===== src/wcs_consts.vh =====
// How it works
// - each wake input has two pull bits: none, pull-down, pull-up, automatic
// - filter codes 00 and 01 give static sensing with 16 us or 64 us filter
// - filter codes 10 and 11 sample 16 us at end of timer one or two on-time
// - on-time codes 001 to 101 give 0.1, 0.3, 1, 10, 20 ms; 111 reserved
// - on-time 000 stops timer with output low; 110 stops it with output high
// - period codes 000 to 110 give 10 ms to 2 s; 111 reserved
// - once assigned to an output, timer starts when a running on-time is written
// - timer one cyclic sensing (code 10) with switches cleared by the clear bit also clears timer fields
// - timer wake and cyclic sensing run together when both are enabled
// - restart clears upper two bits of pull and filter registers, keeps the rest
// - restart clears timer control; power-on or soft reset clears all three
// - unused register bits always read back as zero
// - timer wake enable bit makes timer one a cyclic wake source
`ifndef WCS_CONSTS_VH
`define WCS_CONSTS_VH
// register indices: the byte address on the bus is four times the index
`define WCS_OFF_PULL 8'h08
`define WCS_OFF_FILT 8'h09
`define WCS_OFF_TMR 8'h0C
`define WCS_OFF_CTRL 8'h10
`define WCS_OFF_STAT 8'h14
`define WCS_RST_REG 8'h00
`define WCS_CFG_MASK 8'h3F
`define WCS_TMR_MASK 8'h77
`define WCS_ON_LSB 4
`define WCS_CTRL_WAKE_EN 0
`define WCS_CTRL_HS_ASSIGN 1
`define WCS_CTRL_RESTART 2
`define WCS_CTRL_HS_CLEAR 3
`define WCS_CTRL_SOFT_RST 4
`define WCS_CLK_MHZ 100
`define WCS_FILT_SHORT_US 16
`define WCS_FILT_LONG_US 64
`define WCS_FILT_SHORT_CYC (`WCS_FILT_SHORT_US * `WCS_CLK_MHZ)
`define WCS_FILT_LONG_CYC (`WCS_FILT_LONG_US * `WCS_CLK_MHZ)
`define WCS_CYC_PER_US 100
`define WCS_ON_0_1MS_US 100
`define WCS_ON_0_3MS_US 300
`define WCS_ON_1MS_US 1000
`define WCS_ON_10MS_US 10000
`define WCS_ON_20MS_US 20000
`define WCS_PER_10MS_US 10000
`define WCS_PER_20MS_US 20000
`define WCS_PER_50MS_US 50000
`define WCS_PER_100MS_US 100000
`define WCS_PER_200MS_US 200000
`define WCS_PER_1S_US 1000000
`define WCS_PER_2S_US 2000000
`endif


===== src/wcs_us_tick.v =====
`timescale 1ns/10ps
`include "wcs_consts.vh"
// one-cycle pulse every microsecond, the time base of the cyclic timer
module wcs_us_tick (
   input wire clk_in,
   input wire rst_in,
   output reg tick_out
);
   reg [6:0] count;
   localparam [6:0] TICK_LAST = `WCS_CYC_PER_US - 1;
   always @(posedge clk_in) begin
      if (rst_in) begin
         count <= 7'h00;
         tick_out <= 1'b0;
      end else if (count == TICK_LAST) begin
         count <= 7'h00;
         tick_out <= 1'b1;
      end else begin
         count <= count + 7'h01;
         tick_out <= 1'b0;
      end
   end
endmodule // wcs_us_tick


===== src/wcs_wake_filter.v =====
`timescale 1ns/10ps
`include "wcs_consts.vh"
// per-input filter: static (continuous) or cyclic (window at end of on-time)
module wcs_wake_filter (
   input wire clk_in,
   input wire rst_in,
   input wire level_in,
   input wire [1:0] mode_in,
   input wire window_one_in,
   input wire window_two_in,
   output reg state_out
);
   reg [12:0] count;
   reg [12:0] limit;
   reg active;
   localparam [12:0] LIM_SHORT = `WCS_FILT_SHORT_CYC;
   localparam [12:0] LIM_LONG = `WCS_FILT_LONG_CYC;
   always @* begin
      case (mode_in)
         2'b00: begin
            limit = LIM_SHORT;
            active = 1'b1;
         end
         2'b01: begin
            limit = LIM_LONG;
            active = 1'b1;
         end
         2'b10: begin
            limit = LIM_SHORT;
            active = window_one_in;
         end
         default: begin
            limit = LIM_SHORT;
            active = window_two_in;
         end
      endcase
   end
   // a level differing from the held state must persist for the whole limit
   always @(posedge clk_in) begin
      if (rst_in) begin
         count <= 13'h0000;
         state_out <= 1'b0;
      end else if (!active || level_in == state_out) begin
         count <= 13'h0000;
      end else if (count >= limit - 13'h0001) begin
         count <= 13'h0000;
         state_out <= level_in;
      end else begin
         count <= count + 13'h0001;
      end
   end
endmodule // wcs_wake_filter


===== src/wcs_top.v =====
// Local design decision: the AXI4-Lite interface to the registers.
`timescale 1ns/10ps
`include "wcs_consts.vh"
module wcs_top (
   input wire clk_in,
   input wire rst_in,
   input wire [31:0] s_axi_awaddr,
   input wire s_axi_awvalid,
   output reg s_axi_awready,
   input wire [31:0] s_axi_wdata,
   input wire [3:0] s_axi_wstrb,
   input wire s_axi_wvalid,
   output reg s_axi_wready,
   output reg [1:0] s_axi_bresp,
   output reg s_axi_bvalid,
   input wire s_axi_bready,
   input wire [31:0] s_axi_araddr,
   input wire s_axi_arvalid,
   output reg s_axi_arready,
   output reg [31:0] s_axi_rdata,
   output reg [1:0] s_axi_rresp,
   output reg s_axi_rvalid,
   input wire s_axi_rready,
   input wire [2:0] wake_level_in,
   input wire timer_two_window_in,
   output reg [2:0] pull_up_out,
   output reg [2:0] pull_down_out,
   output reg [2:0] pull_auto_out,
   output reg [2:0] wake_state_out,
   output reg high_side_output,
   output reg timer_one_window_out,
   output reg timer_one_wake_out,
   output reg timer_one_running_out
);
   localparam ST_IDLE = 3'b001;
   localparam ST_ON = 3'b010;
   localparam ST_OFF = 3'b100;
   // limits in microseconds, sized once at the timer width
   localparam [20:0] ON_T1 = `WCS_ON_0_1MS_US;
   localparam [20:0] ON_T2 = `WCS_ON_0_3MS_US;
   localparam [20:0] ON_T3 = `WCS_ON_1MS_US;
   localparam [20:0] ON_T4 = `WCS_ON_10MS_US;
   localparam [20:0] ON_T5 = `WCS_ON_20MS_US;
   localparam [20:0] PER_T0 = `WCS_PER_10MS_US;
   localparam [20:0] PER_T1 = `WCS_PER_20MS_US;
   localparam [20:0] PER_T2 = `WCS_PER_50MS_US;
   localparam [20:0] PER_T3 = `WCS_PER_100MS_US;
   localparam [20:0] PER_T4 = `WCS_PER_200MS_US;
   localparam [20:0] PER_T5 = `WCS_PER_1S_US;
   localparam [20:0] PER_T6 = `WCS_PER_2S_US;
   localparam [20:0] WIN_US = `WCS_FILT_SHORT_US;

   reg [7:0] wake_pull_config;
   reg [7:0] wake_filter_config;
   reg [7:0] cyclic_timer_one_control;
   reg [1:0] ctrl_bits;
   reg soft_reset;
   reg [2:0] state;
   reg [20:0] time_us;
   reg [20:0] on_limit;
   reg [20:0] per_limit;
   reg [31:0] aw_addr;
   reg [31:0] w_data;
   reg [3:0] w_strb;
   reg aw_held;
   reg w_held;
   reg [2:0] wake_s1;
   reg [2:0] wake_s2;
   reg win2_s1;
   reg win2_s2;
   reg [31:0] next_rdata;
   wire us_tick;
   wire [2:0] filt_state;
   wire [2:0] timer_one_on_time;
   wire [2:0] timer_one_period;
   wire timer_one_wake_enable;
   wire hs_assigned;
   wire any_cyclic_one;
   wire wr_fire;
   wire [31:0] wr_addr;
   wire [31:0] wr_dat;
   wire [3:0] wr_be;
   wire ctrl_wr;
   wire restart_pulse;
   wire hs_clear_pulse;
   wire on_running;
   wire tmr_wr;
   wire clr_all;

   assign timer_one_on_time = cyclic_timer_one_control[6:4];
   assign timer_one_period = cyclic_timer_one_control[2:0];
   assign timer_one_wake_enable = ctrl_bits[`WCS_CTRL_WAKE_EN];
   assign hs_assigned = ctrl_bits[`WCS_CTRL_HS_ASSIGN];
   assign clr_all = rst_in | soft_reset;

   // write channel: address and data may arrive in either order
   assign wr_addr = aw_held ? aw_addr : s_axi_awaddr;
   assign wr_dat = w_held ? w_data : s_axi_wdata;
   assign wr_be = w_held ? w_strb : s_axi_wstrb;
   assign wr_fire = (aw_held | s_axi_awvalid) & (w_held | s_axi_wvalid) & ~s_axi_bvalid;
   assign ctrl_wr = wr_fire & wr_be[0] & (wr_addr[9:2] == `WCS_OFF_CTRL);
   assign restart_pulse = ctrl_wr & wr_dat[`WCS_CTRL_RESTART];
   assign hs_clear_pulse = ctrl_wr & wr_dat[`WCS_CTRL_HS_CLEAR];
   assign tmr_wr = wr_fire & wr_be[0] & (wr_addr[9:2] == `WCS_OFF_TMR);

   always @(posedge clk_in) begin
      if (rst_in) begin
         aw_held <= 1'b0;
         w_held <= 1'b0;
         aw_addr <= 32'h00000000;
         w_data <= 32'h00000000;
         w_strb <= 4'h0;
         s_axi_awready <= 1'b0;
         s_axi_wready <= 1'b0;
         s_axi_bvalid <= 1'b0;
         s_axi_bresp <= 2'b00;
      end else begin
         s_axi_awready <= 1'b0;
         s_axi_wready <= 1'b0;
         if (s_axi_bvalid & s_axi_bready) begin
            s_axi_bvalid <= 1'b0;
         end
         if (wr_fire) begin
            aw_held <= 1'b0;
            w_held <= 1'b0;
            s_axi_bvalid <= 1'b1;
            s_axi_bresp <= 2'b00;
            s_axi_awready <= ~aw_held;
            s_axi_wready <= ~w_held;
         end else begin
            if (s_axi_awvalid & ~aw_held & ~s_axi_awready) begin
               aw_held <= 1'b1;
               aw_addr <= s_axi_awaddr;
               s_axi_awready <= 1'b1;
            end
            if (s_axi_wvalid & ~w_held & ~s_axi_wready) begin
               w_held <= 1'b1;
               w_data <= s_axi_wdata;
               w_strb <= s_axi_wstrb;
               s_axi_wready <= 1'b1;
            end
         end
      end
   end

   // registers; restart keeps lower six bits of the config registers
   always @(posedge clk_in) begin
      if (clr_all) begin
         wake_pull_config <= `WCS_RST_REG;
         wake_filter_config <= `WCS_RST_REG;
         cyclic_timer_one_control <= `WCS_RST_REG;
         ctrl_bits <= 2'b00;
         soft_reset <= 1'b0;
      end else if (restart_pulse) begin
         wake_pull_config <= wake_pull_config & `WCS_CFG_MASK;
         wake_filter_config <= wake_filter_config & `WCS_CFG_MASK;
         cyclic_timer_one_control <= `WCS_RST_REG;
         soft_reset <= 1'b0;
      end else begin
         soft_reset <= ctrl_wr & wr_dat[`WCS_CTRL_SOFT_RST];
         if (hs_clear_pulse) begin
            ctrl_bits[`WCS_CTRL_HS_ASSIGN] <= 1'b0;
            if (any_cyclic_one) begin
               cyclic_timer_one_control <= `WCS_RST_REG;
            end
         end else if (tmr_wr) begin
            cyclic_timer_one_control <= wr_dat[7:0] & `WCS_TMR_MASK;
         end
         if (wr_fire & wr_be[0]) begin
            if (wr_addr[9:2] == `WCS_OFF_PULL) begin
               wake_pull_config <= wr_dat[7:0] & `WCS_CFG_MASK;
            end
            if (wr_addr[9:2] == `WCS_OFF_FILT) begin
               wake_filter_config <= wr_dat[7:0] & `WCS_CFG_MASK;
            end
            if (ctrl_wr & ~hs_clear_pulse) begin
               ctrl_bits <= wr_dat[1:0];
            end
         end
      end
   end

   // read channel
   always @* begin
      case (s_axi_araddr[9:2])
         `WCS_OFF_PULL: next_rdata = {24'h000000, wake_pull_config};
         `WCS_OFF_FILT: next_rdata = {24'h000000, wake_filter_config};
         `WCS_OFF_TMR: next_rdata = {24'h000000, cyclic_timer_one_control};
         `WCS_OFF_CTRL: next_rdata = {30'h00000000, ctrl_bits};
         `WCS_OFF_STAT: next_rdata = {26'h0000000, high_side_output, timer_one_running_out, 1'b0, wake_state_out};
         default: next_rdata = 32'h00000000;
      endcase
   end

   always @(posedge clk_in) begin
      if (rst_in) begin
         s_axi_arready <= 1'b0;
         s_axi_rvalid <= 1'b0;
         s_axi_rdata <= 32'h00000000;
         s_axi_rresp <= 2'b00;
      end else begin
         s_axi_arready <= 1'b0;
         if (s_axi_rvalid & s_axi_rready) begin
            s_axi_rvalid <= 1'b0;
         end else if (s_axi_arvalid & ~s_axi_rvalid & ~s_axi_arready) begin
            s_axi_arready <= 1'b1;
            s_axi_rvalid <= 1'b1;
            s_axi_rdata <= next_rdata;
            s_axi_rresp <= 2'b00;
         end
      end
   end

   // time tables in microseconds
   always @* begin
      case (timer_one_on_time)
         3'h1: on_limit = ON_T1;
         3'h2: on_limit = ON_T2;
         3'h3: on_limit = ON_T3;
         3'h4: on_limit = ON_T4;
         3'h5: on_limit = ON_T5;
         default: on_limit = 21'h000000;
      endcase
      case (timer_one_period)
         3'h0: per_limit = PER_T0;
         3'h1: per_limit = PER_T1;
         3'h2: per_limit = PER_T2;
         3'h3: per_limit = PER_T3;
         3'h4: per_limit = PER_T4;
         3'h5: per_limit = PER_T5;
         3'h6: per_limit = PER_T6;
         default: per_limit = 21'h000000;
      endcase
   end

   // reserved period code 111 keeps the timer idle rather than guessing a period
   assign on_running = (on_limit != 21'h000000) & (per_limit != 21'h000000) & hs_assigned;

   wcs_us_tick u_tick (
      .clk_in(clk_in),
      .rst_in(rst_in),
      .tick_out(us_tick)
   );

   always @(posedge clk_in) begin
      if (rst_in) begin
         state <= ST_IDLE;
         time_us <= 21'h000000;
         high_side_output <= 1'b0;
         timer_one_window_out <= 1'b0;
         timer_one_wake_out <= 1'b0;
         timer_one_running_out <= 1'b0;
      end else begin
         timer_one_running_out <= on_running;
         case (state)
            ST_IDLE: begin
               time_us <= 21'h000000;
               timer_one_window_out <= 1'b0;
               timer_one_wake_out <= 1'b0;
               high_side_output <= (timer_one_on_time == 3'h6);
               if (on_running) begin
                  state <= ST_ON;
                  high_side_output <= 1'b1;
               end
            end
            ST_ON: begin
               timer_one_wake_out <= 1'b0;
               if (!on_running) begin
                  state <= ST_IDLE;
               end else if (us_tick) begin
                  time_us <= time_us + 21'h000001;
                  // sense window: last 16 us of the on-time
                  timer_one_window_out <= (time_us + WIN_US + 21'h000001 >= on_limit);
                  if (time_us + 21'h000001 >= on_limit) begin
                     state <= ST_OFF;
                     high_side_output <= 1'b0;
                     timer_one_window_out <= 1'b0;
                     timer_one_wake_out <= timer_one_wake_enable;
                  end
               end
            end
            ST_OFF: begin
               timer_one_wake_out <= 1'b0;
               if (!on_running) begin
                  state <= ST_IDLE;
               end else if (us_tick) begin
                  time_us <= time_us + 21'h000001;
                  if (time_us + 21'h000001 >= per_limit) begin
                     state <= ST_ON;
                     time_us <= 21'h000000;
                     high_side_output <= 1'b1;
                  end
               end
            end
            default: state <= ST_IDLE;
         endcase
      end
   end

   always @(posedge clk_in) begin
      if (rst_in) begin
         wake_s1 <= 3'h0;
         wake_s2 <= 3'h0;
         win2_s1 <= 1'b0;
         win2_s2 <= 1'b0;
      end else begin
         wake_s1 <= wake_level_in;
         wake_s2 <= wake_s1;
         win2_s1 <= timer_two_window_in;
         win2_s2 <= win2_s1;
      end
   end

   genvar gi;
   generate
      for (gi = 0; gi < 3; gi = gi + 1) begin : g_in
         wcs_wake_filter u_filt (
            .clk_in(clk_in),
            .rst_in(rst_in),
            .level_in(wake_s2[gi]),
            .mode_in(wake_filter_config[2*gi+1:2*gi]),
            .window_one_in(timer_one_window_out),
            .window_two_in(win2_s2),
            .state_out(filt_state[gi])
         );
         always @(posedge clk_in) begin
            if (rst_in) begin
               pull_up_out[gi] <= 1'b0;
               pull_down_out[gi] <= 1'b0;
               pull_auto_out[gi] <= 1'b0;
               wake_state_out[gi] <= 1'b0;
            end else begin
               pull_down_out[gi] <= (wake_pull_config[2*gi+1:2*gi] == 2'b01);
               pull_up_out[gi] <= (wake_pull_config[2*gi+1:2*gi] == 2'b10);
               pull_auto_out[gi] <= (wake_pull_config[2*gi+1:2*gi] == 2'b11);
               wake_state_out[gi] <= filt_state[gi];
            end
         end
      end
   endgenerate

   assign any_cyclic_one = (wake_filter_config[1:0] == 2'b10) | (wake_filter_config[3:2] == 2'b10) |
                           (wake_filter_config[5:4] == 2'b10);
endmodule // wcs_top


===== config.mk =====
export PLATFORM = sky130hd
export DESIGN_NAME = wcs_top
export DESIGN_NICKNAME = d
export VERILOG_FILES = /design/src/wcs_us_tick.v /design/src/wcs_wake_filter.v /design/src/wcs_top.v
export VERILOG_INCLUDE_DIRS = /design/src /design/src/src
export SDC_FILE = /design/constraint.sdc
export NUM_CORES = 1
export LEC_CHECK = 0
export BUFFER_PORTS_ARGS = -buffer_cell sky130_fd_sc_hd__buf_2
export CORE_MARGIN = 2
export CORE_UTILIZATION = 56
export CTS_CLUSTER_DIAMETER = 150
export DETAILED_ROUTE_END_ITERATION = 10
export PLACE_DENSITY_LB_ADDON = 0.3
export SLEW_MARGIN = 20
export SYNTH_ARGS = -nofsm -noshare
export SYNTH_HDL_FRONTEND = slang
export SYNTH_SLANG_ARGS = --single-unit

===== constraint.sdc =====
create_clock -name clk_in -period 4.8 [get_ports clk_in]
set_clock_uncertainty 0.2 [all_clocks]
set_input_delay 0.48 -clock clk_in [delete_from_list [all_inputs] [get_ports clk_in]]
set_output_delay 0.48 -clock clk_in [all_outputs]
set_load 0.02 [all_outputs]

==> summary.txt <==
Yosys
  • Synthesized flop and latch total: 149
  • Mapped cell area: 8800 um^2
  • Most frequent cell after synthesis: dfxtp_1
  • Synth top area share: 0.339
  • Number of flops mapped to enable cells by yosys: 0
  • Main synth FF type: dfxtp_1
  • Synth area leaders: dfxtp_1 34%, ha_1 9.4%, nor2_1 5.6%, xor2_1 4.4%, mux2i_1 4.3%
  • Dominant cell type by area after synthesis: dfxtp_1
  • Syn_area_per_cell: 8.67 um^2
  • Cell variety after synth: 87
  • Synth warnings: 0
  • Sequential-to-total area share from yosys stat: 0.339
  • Ys async rst share: 0
  • Post-synth top cells: 149 x dfxtp_1, 131 x nor2_1, 74 x nand2_1
  • Cell count after synthesis: 1,015

Clock tree
  • CTS Sinks: 149
  • Post-CTS sizing: 0
  • Hold-fix buffers at CTS: 0
  • Htree depth: 4
  • CTS tree: built
  • Post-CTS setup buffers: 0
  • Clock Tree Root: clkbuf_16
  • Max Buffers Root-to-Sink: 2
  • Worst-path clk slew: 70 ps
  • CTS Buf Count: 17
  • Worst-Skew Late Latency: 430 ps

Drt
  • Met2 wire len: 9.15 mm
  • Residual DRC: 0
  • Via Count: 7,272
  • DR pass1 iterations: 5
  • Via/cell ratio: 5.68
  • Wire per inst: 15.3 um
  • Starting DRT DRC Count: 474
  • Met3 Wirelength: 1.12 mm
  • Met1 wire length: 8.94 mm
  • Top sig layer: met4
  • Post-Route WL: 19.5 mm
  • Routed Antenna Nets: 0

Floorplanning
  • Die Area: 16,700 um^2
  • Io pins: 168
  • Number of core rows: 45
  • Die Wd: 129 um
  • Die Y: 129 um
  • Core ar.: 15,300 um^2
  • Initial Utilization: 0.577

Global route
  • Largest net degree at the start of global routing: 33
  • Overflow after GRT: 0
  • GRT Resource Usage Total: 0.244
  • Vias in the first global route: 6,817
  • First-pass GRT wire length: 32.7 mm
  • Initial antenna violation count: 0

Finish
  • ANT cells: 0
  • Post-Layout Inst Area: 9660 um^2
  • Layout cell share with drive strength beyond 1: 0.127
  • Filler Cell Count: 1,313
  • Final nets: 1,234
  • Synth-to-layout area growth: 9.71%
  • Post-route insts no fill: 1,281

Power
  • Pwr Density: 300 nW/um^2
  • Total power: 2.90 mW
  • Leakage: 4.11 nW
  • Peak VDD IR: 0.000259 V

Timing
  • Worst slew pin tran: 906 ps
  • Worst hold slack: 54.2 ps
  • Final Cycle Share: 0.911
  • Slew margin rel.: 0.390
  • Setup TNS: 0 ps
  • Min Tclk post-route: 4370 ps
  • Final hold vios: 0
  • Unrepaired setup endpoints after global routing: false
  • Setup-failing EPs final: 0
  • Final Slew Violations: 0
  • Fmax: 229 MHz

Critical path
  • Worst path top cell family by delay: compound AO/OA/AOI/OAI gates
  • Critical path, cell by cell: ha_1, nand4_1, nor4_4, buf_4, xor2_1, ha_1, a211oi_1, o21ai_0, a211oi_1, a31oi_4, a21oi_4, a21oi_1, mux2i_1
  • CP peak stage delay: 490 ps
  • Startpoint types: flop
  • Crit Path Category: reg2reg
  • CP max stage cell: a21oi_4
  • WP data arrival: 4530 ps
  • Crit-path max FO: 18
  • Worst EP required: 4960 ps
  • WP buf/inv: 1
  • CP endpoint kind: flop

Min path
  • Hold Crit Class: in2reg

Placed design
  • DP Cell Count: 1,249
  • DP Area: 9080 um^2
  • RD Place Congestion: 0.899
  • Dpl hpwl: 14.1 mm
  • IO Port Bufs: 62

Outcome
  • Status: complete, no violations

Run
  • Max-cap violations: 0
==> power breakdown <==
group / leakage [nW] / switching, mW / internal, mW
clock network: 0.283 / 0.599 / 0.717
registers: 1.21 / 0.0335 / 1.27
logic: 2.62 / 0.179 / 0.101
total: 4.11 / 0.812 / 2.09
==> state kept, by name, summed over array words and instances, names as in the netlist, 6 cells and up <==
| register | count |
|---|---|
| wake_pull_config | 6 |
| w_data | 7 |
| s_axi_rdata | 7 |
| g_in.u_filt.count | 39 |
| time_us | 21 |
| aw_addr | 8 |
| wake_filter_config | 6 |
| cyclic_timer_one_control | 6 |
| u_tick.count | 7 |
==> metrics by stage <==
step,utilization,setup slack (ps)
5_1_grt,0.633,141
2_1_floorplan,-,1100
3_3_place_gp,0.595,614
4_1_cts,0.633,489
6_report,0.633,429
3_5_place_dp,0.595,568
==> metal layers <==
metal  up-vias  GRT usage
li1       3624          -
met1      3414      0.321
met2       200      0.397
met3        34     0.0566
met4         0     0.0793
met5         -          0
==> cell usage in the layout, fill, tap and decap left out, types with 6 or more instances in the layout <==
cell and count:
mux2_2 10, nand4_1 15, a211oi_1 19, xor2_1 44, nor3_1 22, a22o_1 8
a31oi_1 6, a22oi_1 7, nand2b_1 14, mux2i_1 38, buf_2 62, a21oi_1 32
o211ai_1 6, inv_1 35, nor2b_1 17, nor4_1 11, clkbuf_16 17, o31ai_1 6
nand2_1 74, nor3b_1 8, xnor2_1 34, o21ai_0 24, and2_1 7, inv_8 6
nand3_1 43, ha_1 66, a21o_1 7, nor2_1 131, conb_1 29, dfxtp_1 149
and3_1 16
==> worst register-to-register path, delay by kind of cell (launching register included) <==
family	cells	cell delay, ps
AO/OA/AOI/OAI	6	1680
XOR/XNOR	1	220
adder cells (fa/ha/maj)	2	610
buffers and inverters	1	180
flip-flops	1	480
multiplexers	1	140
AND/OR/NAND/NOR	2	770
==> final timing paths <==
path,start,endpoint,slack (ps),depth (start not counted)
hold reg to reg,wake_s1[1],wake_s2[1],240,1
setup reg to reg,time_us[0],time_us[5],430,13
hold / removal,wake_level_in[0],wake_s1[0],50,2
setup / recovery,time_us[0],time_us[5],430,13
==> layout make-up <==
type	count	area, um^2	share of cell area
Multi-Input combinational cell	789	5370	0.556
Timing Repair Buffer	65	333	0.0345
Clock inverter	13	126	0.0131
Sequential cell	149	2980	0.309
Tap cell	211	264	0.0273
Clock buffer	19	453	0.0469
Inverter	35	131	0.0136
==> kinds of logic after synthesis <==
family	Yosys count	synth area share
multiplexers	48	0.0560
buffers and inverters	105	0.0634
AND/OR/NAND/NOR	399	0.230
XOR/XNOR	78	0.0776
AO/OA/AOI/OAI	169	0.140
adder cells (fa/ha/maj)	66	0.0938
flip-flops	149	0.339
other	1	0.000426
(Power assumes the default switching activity.)
